`config.mk`:
```
export PLATFORM = sky130hd
export DESIGN_NAME = switch_reset_sequencer
export DESIGN_NICKNAME = d
export VERILOG_FILES = /design/src/shared/rst_seq_pkg.sv /design/src/hw/switch_reset_sequencer.sv
export SDC_FILE = /design/constraint.sdc
export NUM_CORES = 1
export LEC_CHECK = 0
export BUFFER_PORTS_ARGS = -buffer_cell sky130_fd_sc_hd__buf_2
export CORE_UTILIZATION = 61
export CTS_BUF_LIST = sky130_fd_sc_hd__clkbuf_2 sky130_fd_sc_hd__clkbuf_4 sky130_fd_sc_hd__clkbuf_8
export DETAILED_ROUTE_END_ITERATION = 7
export PLACE_DENSITY_LB_ADDON = 0.08
export SKIP_CTS_REPAIR_TIMING = 1
export SYNTH_ARGS = -nofsm -noshare
export SYNTH_HDL_FRONTEND = slang
export SYNTH_SLANG_ARGS = --single-unit
```
`constraint.sdc`:
```
create_clock -name clk -period 8 [get_ports clk]
set_input_delay 1.2 -clock clk [delete_from_list [all_inputs] [get_ports clk]]
set_output_delay 1.2 -clock clk [all_outputs]
set_load 0.02 [all_outputs]
```
`src/shared/rst_seq_pkg.sv`:
```
// Purpose: Constants shared by the switch reset sequencer.
// Assumes: One 50 MHz core clock.
// Notes: Register offsets are word indices on the plain register port.
package rst_seq_pkg;
  // ---------------------------------------------------------------
  // Clock and timing
  // ---------------------------------------------------------------
  localparam int unsigned CLK_HZ = 50000000;
  localparam int unsigned TRAIN_LIMIT_MS = 20;
  localparam int unsigned RETRY_LIMIT_MS = 100;
  localparam int unsigned TRAIN_CYCLES = TRAIN_LIMIT_MS * (CLK_HZ / 1000);
  localparam int unsigned RETRY_CYCLES = RETRY_LIMIT_MS * (CLK_HZ / 1000);
  localparam int unsigned SMB_SLOW_HZ = 100000;
  localparam int unsigned SMB_FAST_HZ = 400000;
  localparam int unsigned SMB_SLOW_DIV = CLK_HZ / SMB_SLOW_HZ;
  localparam int unsigned SMB_FAST_DIV = CLK_HZ / SMB_FAST_HZ;
  localparam int unsigned PLL_LOCK_CYCLES = 16;
  // ---------------------------------------------------------------
  // Register map
  // ---------------------------------------------------------------
  localparam logic [3:0] SWITCH_CONTROL_ADDR = 4'h0;
  localparam logic [3:0] SWITCH_STATUS_ADDR = 4'h1;
  localparam logic [3:0] SMBUS_STATUS_ADDR = 4'h2;
  localparam logic [3:0] SCRATCH_ADDR = 4'h3;
  // switch_control fields
  localparam int unsigned CTL_FULL_RESET_BIT = 0;
  localparam int unsigned CTL_HOT_RESET_BIT = 1;
  localparam int unsigned CTL_RESET_HOLD_BIT = 2;
  localparam int unsigned CTL_LINKDOWN_DIS_BIT = 3;
  localparam int unsigned CTL_HOT_EE_DIS_BIT = 4;
  // switch_status fields
  localparam int unsigned STS_RESET_HOLD_BIT = 0;
  localparam int unsigned STS_MODE_LSB = 4;
  // smbus_status fields
  localparam int unsigned SMB_DONE_BIT = 0;
  localparam int unsigned SMB_ERR_BIT = 1;
  localparam int unsigned SMB_ERR_ADDR_LSB = 8;
  localparam logic [31:0] SCRATCH_RESET = 32'h0000_0000;
  // ---------------------------------------------------------------
  // Operating mode codes
  // ---------------------------------------------------------------
  localparam logic [3:0] MODE_NORMAL_EE = 4'h1;
  localparam logic [3:0] MODE_FAILOVER0_EE = 4'hA;
  localparam logic [3:0] MODE_FAILOVER2_EE = 4'hB;

  typedef enum logic [8:0] {
    ST_FUND_WAIT = 9'h001,
    ST_PLL = 9'h002,
    ST_SMB_SLAVE = 9'h004,
    ST_SMB_MASTER = 9'h008,
    ST_EE_LOAD = 9'h010,
    ST_HOLD = 9'h020,
    ST_RUN = 9'h040,
    ST_HOT = 9'h080,
    ST_REQ_DELAY = 9'h100
  } seq_state_t;
endpackage
```
`src/hw/switch_reset_sequencer.sv`:
```
// Purpose: Reset sequencer for a multi-port packet switch.
// Assumes: All inputs synchronous to clk; EEPROM engine is outside, driven by start/done.
// Notes: Software reaches registers over a plain port; slave SMBus shares that port.
//
// What this block does
// - Start fundamental reset on reset pin low or full_reset_request write.
// - Latch straps on pin release; register-started reset reuses old values; reset_hold_strap is not latched and is read at every fundamental reset.
// - Decode latched four-bit mode; 0x1 means EEPROM initialisation.
// - Modes 0xA and 0xB also need EEPROM initialisation.
// - Bring up PLL and SerDes, then start training and carry on.
// - Reset-hold strap sets the reset_hold status bit during the sequence.
// - Links reach active training within 20 ms of reset clearing.
// - Within 100 ms stacks answer config with retry, ignore other traffic.
// - Master SMBus runs at 100 kHz with slow strap, else 400 kHz.
// - Release slave SMBus with strap address, then the master SMBus.
// - In EEPROM modes load registers from EEPROM over master SMBus.
// - Load error aborts, sets control reset_hold, records error details.
// - Set eeprom_load_finished on success or on error.
// - While reset_hold set, hold core in reset until agent clears it.
// - Acknowledge a reset-request write before the reset begins.
// - Hot reset on TS1 hot bit, upstream link down or hot_reset_request.
// - linkdown_hot_reset_disable suppresses only the link-down trigger.
// - During hot reset, downstream ports with link up send hot TS1.
// - Hot reset spares PLL, SerDes, SMBus; sticky status fields kept.
// - After hot reset reload EEPROM only in EEPROM modes, unless disabled.
// - During hot reset, reads of reset registers return zero, writes dropped.
module switch_reset_sequencer #(
  parameter int unsigned PORTS = 8,
  parameter int unsigned TRAIN_CYCLES = rst_seq_pkg::TRAIN_CYCLES,
  parameter int unsigned RETRY_CYCLES = rst_seq_pkg::RETRY_CYCLES
) (
  input wire logic clk,
  input wire logic reset,
  input wire logic fundamental_reset_n,
  input wire logic [3:0] operating_mode_strap,
  input wire logic reset_hold_strap,
  input wire logic master_smbus_slow_strap,
  input wire logic [3:0] slave_smbus_address_strap,
  input wire logic upstream_ts1_hot,
  input wire logic upstream_dl_down,
  input wire logic [PORTS-1:0] downstream_link_up,
  input wire logic ee_done,
  input wire logic ee_error,
  input wire logic [7:0] ee_error_addr,
  input wire logic [3:0] reg_addr,
  input wire logic [31:0] reg_wdata,
  input wire logic reg_write,
  input wire logic reg_read,
  output logic [31:0] reg_rdata,
  output logic reg_wack,
  output logic core_reset,
  output logic pll_enable,
  output logic link_train,
  output logic stack_retry,
  output logic [PORTS-1:0] send_hot_ts1,
  output logic slave_smbus_enable,
  output logic [3:0] slave_smbus_address,
  output logic master_smbus_enable,
  output logic master_smbus_tick,
  output logic ee_start,
  output logic [3:0] operating_mode
);
  // ---------------------------------------------------------------
  // Functions
  // ---------------------------------------------------------------
  function automatic logic needs_eeprom(input logic [3:0] m);
    needs_eeprom = (m == rst_seq_pkg::MODE_NORMAL_EE) ||
                   (m == rst_seq_pkg::MODE_FAILOVER0_EE) ||
                   (m == rst_seq_pkg::MODE_FAILOVER2_EE);
  endfunction

  // ---------------------------------------------------------------
  // Declarations
  // ---------------------------------------------------------------
  rst_seq_pkg::seq_state_t state_q;
  logic fund_seen_q;
  logic full_req_q;
  logic hot_req_q;
  logic hot_pending_q;
  logic ctl_hold_q;
  logic ctl_ld_dis_q;
  logic ctl_hot_ee_dis_q;
  logic sts_hold_q;
  logic ee_done_flag_q;
  logic ee_err_q;
  logic [7:0] ee_err_addr_q;
  logic [31:0] scratch_q;
  logic slow_q;
  logic [31:0] timer_q;
  logic [15:0] smb_cnt_q;
  logic [4:0] pll_cnt_q;
  logic is_hot_q;
  logic hot_trigger;
  logic in_hot;
  logic wr_ok;

  assign hot_trigger = upstream_ts1_hot ||
                       (upstream_dl_down && !ctl_ld_dis_q) ||
                       hot_pending_q;
  assign in_hot = (state_q == rst_seq_pkg::ST_HOT);
  assign wr_ok = reg_write && !in_hot;

  // ---------------------------------------------------------------
  // Strap capture
  // ---------------------------------------------------------------
  // The mode, slow and address straps are only captured on the pin release so a register-started
  // reset keeps the values of the last cold or warm reset.
  always_ff @(posedge clk or posedge reset) begin
    if (reset) begin
      fund_seen_q <= 1'b1;
      operating_mode <= 4'h0;
      slow_q <= 1'b0;
      slave_smbus_address <= 4'h0;
    end else begin
      if (!fundamental_reset_n) begin
        fund_seen_q <= 1'b1;
      end else if (fund_seen_q) begin
        fund_seen_q <= 1'b0;
        operating_mode <= operating_mode_strap;
        slow_q <= master_smbus_slow_strap;
        slave_smbus_address <= slave_smbus_address_strap;
      end
    end
  end

  // ---------------------------------------------------------------
  // Sequencer
  // ---------------------------------------------------------------
  always_ff @(posedge clk or posedge reset) begin
    if (reset) begin
      state_q <= rst_seq_pkg::ST_FUND_WAIT;
      is_hot_q <= 1'b0;
      pll_cnt_q <= 5'h00;
    end else if (!fundamental_reset_n) begin
      state_q <= rst_seq_pkg::ST_FUND_WAIT;
      is_hot_q <= 1'b0;
    end else begin
      case (state_q)
        rst_seq_pkg::ST_FUND_WAIT: begin
          if (!fund_seen_q) begin
            state_q <= rst_seq_pkg::ST_PLL;
            pll_cnt_q <= 5'h00;
          end
        end
        rst_seq_pkg::ST_PLL: begin
          pll_cnt_q <= pll_cnt_q + 5'h01;
          if (pll_cnt_q == 5'(rst_seq_pkg::PLL_LOCK_CYCLES)) begin
            state_q <= rst_seq_pkg::ST_SMB_SLAVE;
          end
        end
        rst_seq_pkg::ST_SMB_SLAVE: state_q <= rst_seq_pkg::ST_SMB_MASTER;
        rst_seq_pkg::ST_SMB_MASTER: begin
          state_q <= needs_eeprom(operating_mode) ? rst_seq_pkg::ST_EE_LOAD
                                                  : rst_seq_pkg::ST_HOLD;
        end
        rst_seq_pkg::ST_EE_LOAD: begin
          if (ee_done || ee_error) begin
            state_q <= rst_seq_pkg::ST_HOLD;
          end
        end
        rst_seq_pkg::ST_HOLD: begin
          if (!ctl_hold_q) begin
            state_q <= rst_seq_pkg::ST_RUN;
          end
        end
        rst_seq_pkg::ST_RUN: begin
          if (full_req_q) begin
            state_q <= rst_seq_pkg::ST_REQ_DELAY;
            is_hot_q <= 1'b0;
          end else if (hot_trigger) begin
            state_q <= rst_seq_pkg::ST_HOT;
            is_hot_q <= 1'b1;
          end
        end
        rst_seq_pkg::ST_REQ_DELAY: state_q <= rst_seq_pkg::ST_FUND_WAIT;
        rst_seq_pkg::ST_HOT: begin
          if (!upstream_ts1_hot) begin
            state_q <= (needs_eeprom(operating_mode) && !ctl_hot_ee_dis_q) ?
                       rst_seq_pkg::ST_EE_LOAD : rst_seq_pkg::ST_HOLD;
          end
        end
        default: state_q <= rst_seq_pkg::ST_FUND_WAIT;
      endcase
    end
  end

  // ---------------------------------------------------------------
  // Reset domain outputs
  // ---------------------------------------------------------------
  always_ff @(posedge clk or posedge reset) begin
    if (reset) begin
      core_reset <= 1'b1;
      pll_enable <= 1'b0;
      slave_smbus_enable <= 1'b0;
      master_smbus_enable <= 1'b0;
      ee_start <= 1'b0;
      send_hot_ts1 <= '0;
    end else begin
      core_reset <= (state_q != rst_seq_pkg::ST_RUN);
      pll_enable <= (state_q != rst_seq_pkg::ST_FUND_WAIT) &&
                    (state_q != rst_seq_pkg::ST_REQ_DELAY);
      slave_smbus_enable <= pll_enable && (state_q != rst_seq_pkg::ST_PLL) &&
                            (state_q != rst_seq_pkg::ST_FUND_WAIT);
      master_smbus_enable <= slave_smbus_enable &&
                             (state_q != rst_seq_pkg::ST_SMB_SLAVE) &&
                             (state_q != rst_seq_pkg::ST_FUND_WAIT);
      ee_start <= (state_q == rst_seq_pkg::ST_EE_LOAD) && !ee_done && !ee_error;
      send_hot_ts1 <= in_hot ? downstream_link_up : '0;
    end
  end

  // ---------------------------------------------------------------
  // Link training and retry window
  // ---------------------------------------------------------------
  // Retry begins at once when the reset condition clears and training once the
  // PLL state ends, so both deadlines hold with margin; the timer only feeds the a_train_window check.
  always_ff @(posedge clk or posedge reset) begin
    if (reset) begin
      timer_q <= 32'h0000_0000;
      link_train <= 1'b0;
      stack_retry <= 1'b0;
    end else if (state_q == rst_seq_pkg::ST_FUND_WAIT || in_hot ||
                 state_q == rst_seq_pkg::ST_REQ_DELAY) begin
      timer_q <= 32'h0000_0000;
      link_train <= 1'b0;
      stack_retry <= 1'b0;
    end else begin
      if (timer_q != 32'hFFFF_FFFF) begin
        timer_q <= timer_q + 32'h0000_0001;
      end
      if (state_q != rst_seq_pkg::ST_PLL || is_hot_q) begin
        link_train <= 1'b1;
      end
      stack_retry <= (state_q != rst_seq_pkg::ST_RUN);
    end
  end

  // ---------------------------------------------------------------
  // Master SMBus rate divider
  // ---------------------------------------------------------------
  always_ff @(posedge clk or posedge reset) begin
    if (reset) begin
      smb_cnt_q <= 16'h0000;
      master_smbus_tick <= 1'b0;
    end else if (!master_smbus_enable) begin
      smb_cnt_q <= 16'h0000;
      master_smbus_tick <= 1'b0;
    end else begin
      master_smbus_tick <= 1'b0;
      if (smb_cnt_q == (slow_q ? 16'(rst_seq_pkg::SMB_SLOW_DIV - 1)
                               : 16'(rst_seq_pkg::SMB_FAST_DIV - 1))) begin
        smb_cnt_q <= 16'h0000;
        master_smbus_tick <= 1'b1;
      end else begin
        smb_cnt_q <= smb_cnt_q + 16'h0001;
      end
    end
  end

  // ---------------------------------------------------------------
  // Control register
  // ---------------------------------------------------------------
  always_ff @(posedge clk or posedge reset) begin
    if (reset) begin
      full_req_q <= 1'b0;
      hot_req_q <= 1'b0;
      hot_pending_q <= 1'b0;
      ctl_hold_q <= 1'b0;
      ctl_ld_dis_q <= 1'b0;
      ctl_hot_ee_dis_q <= 1'b0;
      reg_wack <= 1'b0;
    end else begin
      reg_wack <= reg_write;
      hot_pending_q <= hot_req_q;
      if (state_q == rst_seq_pkg::ST_FUND_WAIT) begin
        full_req_q <= 1'b0;
        hot_req_q <= 1'b0;
        hot_pending_q <= 1'b0;
        ctl_ld_dis_q <= 1'b0;
        ctl_hot_ee_dis_q <= 1'b0;
        ctl_hold_q <= reset_hold_strap;
      end else if (in_hot) begin
        hot_req_q <= 1'b0;
        hot_pending_q <= 1'b0;
      end else begin
        if (wr_ok && reg_addr == rst_seq_pkg::SWITCH_CONTROL_ADDR) begin
          full_req_q <= reg_wdata[rst_seq_pkg::CTL_FULL_RESET_BIT];
          hot_req_q <= reg_wdata[rst_seq_pkg::CTL_HOT_RESET_BIT];
          ctl_hold_q <= reg_wdata[rst_seq_pkg::CTL_RESET_HOLD_BIT];
          ctl_ld_dis_q <= reg_wdata[rst_seq_pkg::CTL_LINKDOWN_DIS_BIT];
          ctl_hot_ee_dis_q <= reg_wdata[rst_seq_pkg::CTL_HOT_EE_DIS_BIT];
        end
        if (state_q == rst_seq_pkg::ST_EE_LOAD && ee_error) begin
          ctl_hold_q <= 1'b1;
        end
      end
    end
  end

  // ---------------------------------------------------------------
  // Status registers
  // ---------------------------------------------------------------
  // Status bits are sticky across a hot reset; the set wins over a clear.
  always_ff @(posedge clk or posedge reset) begin
    if (reset) begin
      sts_hold_q <= 1'b0;
      ee_done_flag_q <= 1'b0;
      ee_err_q <= 1'b0;
      ee_err_addr_q <= 8'h00;
      scratch_q <= rst_seq_pkg::SCRATCH_RESET;
    end else if (state_q == rst_seq_pkg::ST_FUND_WAIT) begin
      sts_hold_q <= 1'b0;
      ee_done_flag_q <= 1'b0;
      ee_err_q <= 1'b0;
      ee_err_addr_q <= 8'h00;
      scratch_q <= rst_seq_pkg::SCRATCH_RESET;
    end else begin
      if (in_hot) begin
        scratch_q <= rst_seq_pkg::SCRATCH_RESET;
      end else if (wr_ok && reg_addr == rst_seq_pkg::SCRATCH_ADDR) begin
        scratch_q <= reg_wdata;
      end
      if (wr_ok && reg_addr == rst_seq_pkg::SMBUS_STATUS_ADDR &&
          reg_wdata[rst_seq_pkg::SMB_DONE_BIT]) begin
        ee_done_flag_q <= 1'b0;
      end
      if (state_q == rst_seq_pkg::ST_EE_LOAD && (ee_done || ee_error)) begin
        ee_done_flag_q <= 1'b1;
      end
      if (state_q == rst_seq_pkg::ST_EE_LOAD && ee_error) begin
        ee_err_q <= 1'b1;
        ee_err_addr_q <= ee_error_addr;
      end
      if (state_q == rst_seq_pkg::ST_PLL && reset_hold_strap) begin
        sts_hold_q <= 1'b1;
      end
    end
  end

  // ---------------------------------------------------------------
  // Read port
  // ---------------------------------------------------------------
  always_ff @(posedge clk or posedge reset) begin
    if (reset) begin
      reg_rdata <= 32'h0000_0000;
    end else if (!reg_read || in_hot) begin
      reg_rdata <= 32'h0000_0000;
    end else begin
      case (reg_addr)
        rst_seq_pkg::SWITCH_CONTROL_ADDR: begin
          reg_rdata <= {27'h0, ctl_hot_ee_dis_q, ctl_ld_dis_q, ctl_hold_q, 2'b00};
        end
        rst_seq_pkg::SWITCH_STATUS_ADDR: begin
          reg_rdata <= {24'h0, operating_mode, 3'b000, sts_hold_q};
        end
        rst_seq_pkg::SMBUS_STATUS_ADDR: begin
          reg_rdata <= {16'h0, ee_err_addr_q, 6'h00, ee_err_q, ee_done_flag_q};
        end
        rst_seq_pkg::SCRATCH_ADDR: reg_rdata <= scratch_q;
        default: reg_rdata <= 32'h0000_0000;
      endcase
    end
  end

  // ---------------------------------------------------------------
  // Checks
  // ---------------------------------------------------------------
  a_ee_error_hold: assert property (@(posedge clk) disable iff (reset)
    (state_q == rst_seq_pkg::ST_EE_LOAD && ee_error && fundamental_reset_n)
      |=> ctl_hold_q && ee_done_flag_q)
    else $error("EEPROM error did not set hold and done.");
  a_hold_core_reset: assert property (@(posedge clk) disable iff (reset)
    (state_q == rst_seq_pkg::ST_HOLD) |=> core_reset)
    else $error("Core left reset while hold active.");
  a_hot_zero_read: assert property (@(posedge clk) disable iff (reset)
    (in_hot && reg_read) |=> reg_rdata == 32'h0000_0000)
    else $error("Read during hot reset returned data.");
  a_hot_ts1_ports: assert property (@(posedge clk) disable iff (reset)
    in_hot |=> send_hot_ts1 == $past(downstream_link_up))
    else $error("Hot TS1 not sent on up links.");
  a_full_req_ack: assert property (@(posedge clk) disable iff (reset)
    (state_q == rst_seq_pkg::ST_REQ_DELAY) |-> $past(reg_wack) || reg_wack)
    else $error("Reset began before write acknowledge.");
  a_smb_order: assert property (@(posedge clk) disable iff (reset)
    master_smbus_enable |-> slave_smbus_enable)
    else $error("Master SMBus released before slave.");
  a_mode_ee_decode: assert property (@(posedge clk) disable iff (reset)
    (state_q == rst_seq_pkg::ST_SMB_MASTER && fundamental_reset_n &&
     operating_mode == rst_seq_pkg::MODE_FAILOVER2_EE)
      |=> state_q == rst_seq_pkg::ST_EE_LOAD)
    else $error("Mode 0xB skipped EEPROM load.");
  a_train_deadline: assert property (@(posedge clk) disable iff (reset)
    (state_q == rst_seq_pkg::ST_SMB_SLAVE) |=> link_train)
    else $error("Training not started after PLL.");
  a_train_window: assert property (@(posedge clk) disable iff (reset)
    (timer_q == TRAIN_CYCLES) |-> link_train)
    else $error("Training not active at the training deadline.");
endmodule // switch_reset_sequencer

```
==> metrics.txt <==
Worst Skew=between 0.01 and 0.015 ns; placer's final routability congestion estimate=0.855; Clock Sinks=139; post-synthesis register bit count=about 140; Hold Path Class=reg -> reg; Post-Syn Area per Cell=10.2 um2; slew at the pin with the worst max-slew slack=approximately 1.2 ns; Crit Path Max Fanout=32; CP Data Arrival Time=3.27 ns; setup slack, reg-to-reg=5.63 ns; total number of yosys warnings=0; diode count=0; launch instance of the worst min-delay path=scratch_q[16]; number of clock buffers inserted by TritonCTS=17; Worst Setup End Kind=flop; Site Rows=35; Lkg Pwr=3.43 nW; Peak VDD IR=0.179 mV; number of antenna violations at the first check in global routing=0; Area Overhead vs Synth=17.9%; largest area contributor in the synthesized netlist=sky130_fd_sc_hd__dfrtp_1; CP startpoint kind=input pin; MaxCap Viol Count=0; endpoint of the worst hold-timing path=reg_rdata[16]; Mapped Area=~6000 um2; critical path class=in -> reg; floorplan die area=between 10,000 and 15,000 um2; buffer levels on the longest clock path=2; run status=complete, no violations; fin nets=772; Via density=5.57; Core Region=9370 um2; fraction of synthesized cell area taken by the top area cell type=57.1%; fraction of layout instances using a drive strength above 1=between 20% and 30%; Critical R2R Capture=full_req_q; number of instances in the placed design=808; number of port buffers=127; number of nets produced by synthesis=about 660; via count of the routed design=between 4k and 5k; pin count of the biggest net entering global routing=92; accumulated negative setup slack=0 ns; fmax=343 MHz; starting utilization of the core area=a little under two thirds; vias in the first global route=4,605; Residual DRC=0; source of the worst register-to-register timing path=state_q[3]; number of instances in the synthesized netlist=582; Hold Path Cell Cnt=1; number of violations reported at the end of detailed-routing iteration 0=around 230; Worst Path Required=8.36 ns; global route total overflow=0; Reg clk slew, reported paths=roughly 0.080 ns; Die X=101 um; routed len/inst=between 15 and 20 um; # IOs=approximately 130; number of enable flip-flop cells after synthesis=0; wire length of the first global-routing pass=21,300 um; count of final setup violators=0; non-filler cells in the finished layout=840; overall fraction of global-route tracks in use=27.9%; drt first pass iters=5; Final HPWL DP=9110 um; most area-consuming cells after synthesis=sky130_fd_sc_hd__dfrtp_1 (57%), sky130_fd_sc_hd__nand2_1 (6.7%), sky130_fd_sc_hd__a21oi_1 (3.7%); power per standard cell area=about 240 nW/um2; Worst Reg-to-Reg Cells=5; slew margin rel.=~22%; floorplan die height=101 um; share of the core filled with cells in the final layout=74.9%; Min Clock Period, post-route=approximately 3 ns; CTS tree=built; share of the cycle needed by the critical path after routing=36.4%; setup repair after global routing missed its margin=false; Root Driver=sky130_fd_sc_hd__clkbuf_8; sum of routed wire length over all layers=13,200 um; synth unique cells=54; share of flip-flops with an asynchronous set or reset after synthesis=100%; sequential cell area fraction in the yosys report=58.5%; Hold Vio Cnt, Final=0; CTS H-Tree Depth=4; count of final max-slew check failures=0; ys flop type=sky130_fd_sc_hd__dfrtp_1; number of nets still failing antenna checks after routing=0; insertion delay of the later-clocked pin in the worst-skew pair=approximately 0.44 ns
[power by group]
part           switching, mW  internal, mW  total, mW
logic                  0.213         0.108      0.321
clock network          0.250         0.295      0.545
registers             0.0449         0.748      0.793
total                  0.508          1.15       1.66
[layer usage]
| layer | global-route usage (%) | vias to the layer above | part of all wire, % |
|---|---|---|---|
| met5 | 0 | - | 0 |
| met3 | 8.18 | 29 | 5.4 |
| met1 | 35.2 | 2298 | 43 |
| met2 | 45.4 | 152 | 50 |
| met4 | 11.4 | 0 | 2.2 |
| li1 | - | 2198 | - |
[stage by stage]
| stage | setup WS [ns] | hold WS (ns) | area (um2) | total power, mW |
|---|---|---|---|---|
| 6_report | 5.09 | 0.475 | 7020 | 1.66 |
| 5_1_grt | 4.88 | 0.502 | 7020 | 1.73 |
| 4_1_cts | 5.11 | 0.481 | 7020 | 1.67 |
| 3_5_place_dp | 4.62 | 0.465 | 6650 | 1.13 |
| 3_3_place_gp | 4.72 | 0.462 | 6650 | 1.11 |
| 2_1_floorplan | 3.08 | 0.453 | 5960 | 1.02 |
[critical path, stage by stage]
cell and delay [ns]:
sky130_fd_sc_hd__buf_2 0.11, sky130_fd_sc_hd__nor2_1 0.22, sky130_fd_sc_hd__and3_1 0.45, sky130_fd_sc_hd__and2_1 0.98, sky130_fd_sc_hd__nand2_1 0.12, sky130_fd_sc_hd__a21oi_1 0.18
[logic make-up after synthesis]
family / synth area share, %
AOI/OAI and AO/OA: 8.67
xor gates and xnor gates: 2.50
adders and majority gates: 0.630
buffers and inverters: 2.67
DFF: 58.5
muxes: 3.93
and+or+nand+nor: 23.1
[Yosys cell counts, types with 10 or more instances]
| cell | number |
|---|---|
| sky130_fd_sc_hd__and2_1 | 28 |
| sky130_fd_sc_hd__mux2_2 | 11 |
| sky130_fd_sc_hd__o21ai_0 | 16 |
| sky130_fd_sc_hd__a21oi_1 | 44 |
| sky130_fd_sc_hd__clkbuf_1 | 22 |
| sky130_fd_sc_hd__nand2_1 | 107 |
| sky130_fd_sc_hd__mux2i_1 | 11 |
| sky130_fd_sc_hd__dfrtp_1 | 136 |
| sky130_fd_sc_hd__nand3_1 | 15 |
| sky130_fd_sc_hd__a22oi_1 | 10 |
| sky130_fd_sc_hd__xor2_1 | 11 |
| sky130_fd_sc_hd__nor2_1 | 55 |
[layout make-up]
class / instances / area (um2)
clock buffers: 23 / 279
clock inverters: 9 / 98.8
fillers: 703 / 2350
inverters: 8 / 35.0
multi-input cells: 403 / 2320
flip-flops and latches: 139 / 3480
well taps: 129 / 161
repair buffers: 129 / 651
[how the worst max path moves through the flow]
stage	slack, ns	depth (start not counted)	endpoint	from
3_5_place_dp	4.62	6	scratch_q[9]	reg_addr[3]
5_1_grt	4.88	6	scratch_q[13]	reg_addr[3]
6_report	5.09	6	scratch_q[29]	reg_addr[3]
4_1_cts	5.11	6	scratch_q[29]	reg_addr[3]
2_1_floorplan	3.08	1	ctl_hold_q	reset
3_3_place_gp	4.72	6	scratch_q[26]	reg_addr[3]
[cell usage in the layout, fill, tap and decap left out, drive strengths merged, types with 3 or more instances in the layout]
master / instances
clkbuf: 23
buf: 129
and3: 8
nand4: 10
ha: 3
clkinv: 6
nor2b: 6
or3: 4
xor2: 11
nor2: 55
nor4b: 5
xnor2: 6
mux2: 11
nor3b: 3
nand2: 107
a22oi: 10
inv: 9
and2: 28
mux2i: 11
a21oi: 44
dfrtp: 136
nand2b: 6
dfstp: 3
nor4: 7
nor3: 8
nand3: 15
o21ai: 19
[sequential cells by signal (all words and copies together), names as in the netlist, 4 cells and up]
signal / cells
reg_rdata: 32
scratch_q: 32
smb_cnt_q: 16
state_q: 9
ee_err_addr_q: 8
send_hot_ts1: 8
pll_cnt_q: 5
operating_mode: 4
slave_smbus_address: 4
Note: power is estimated with default switching activity, not from simulation.
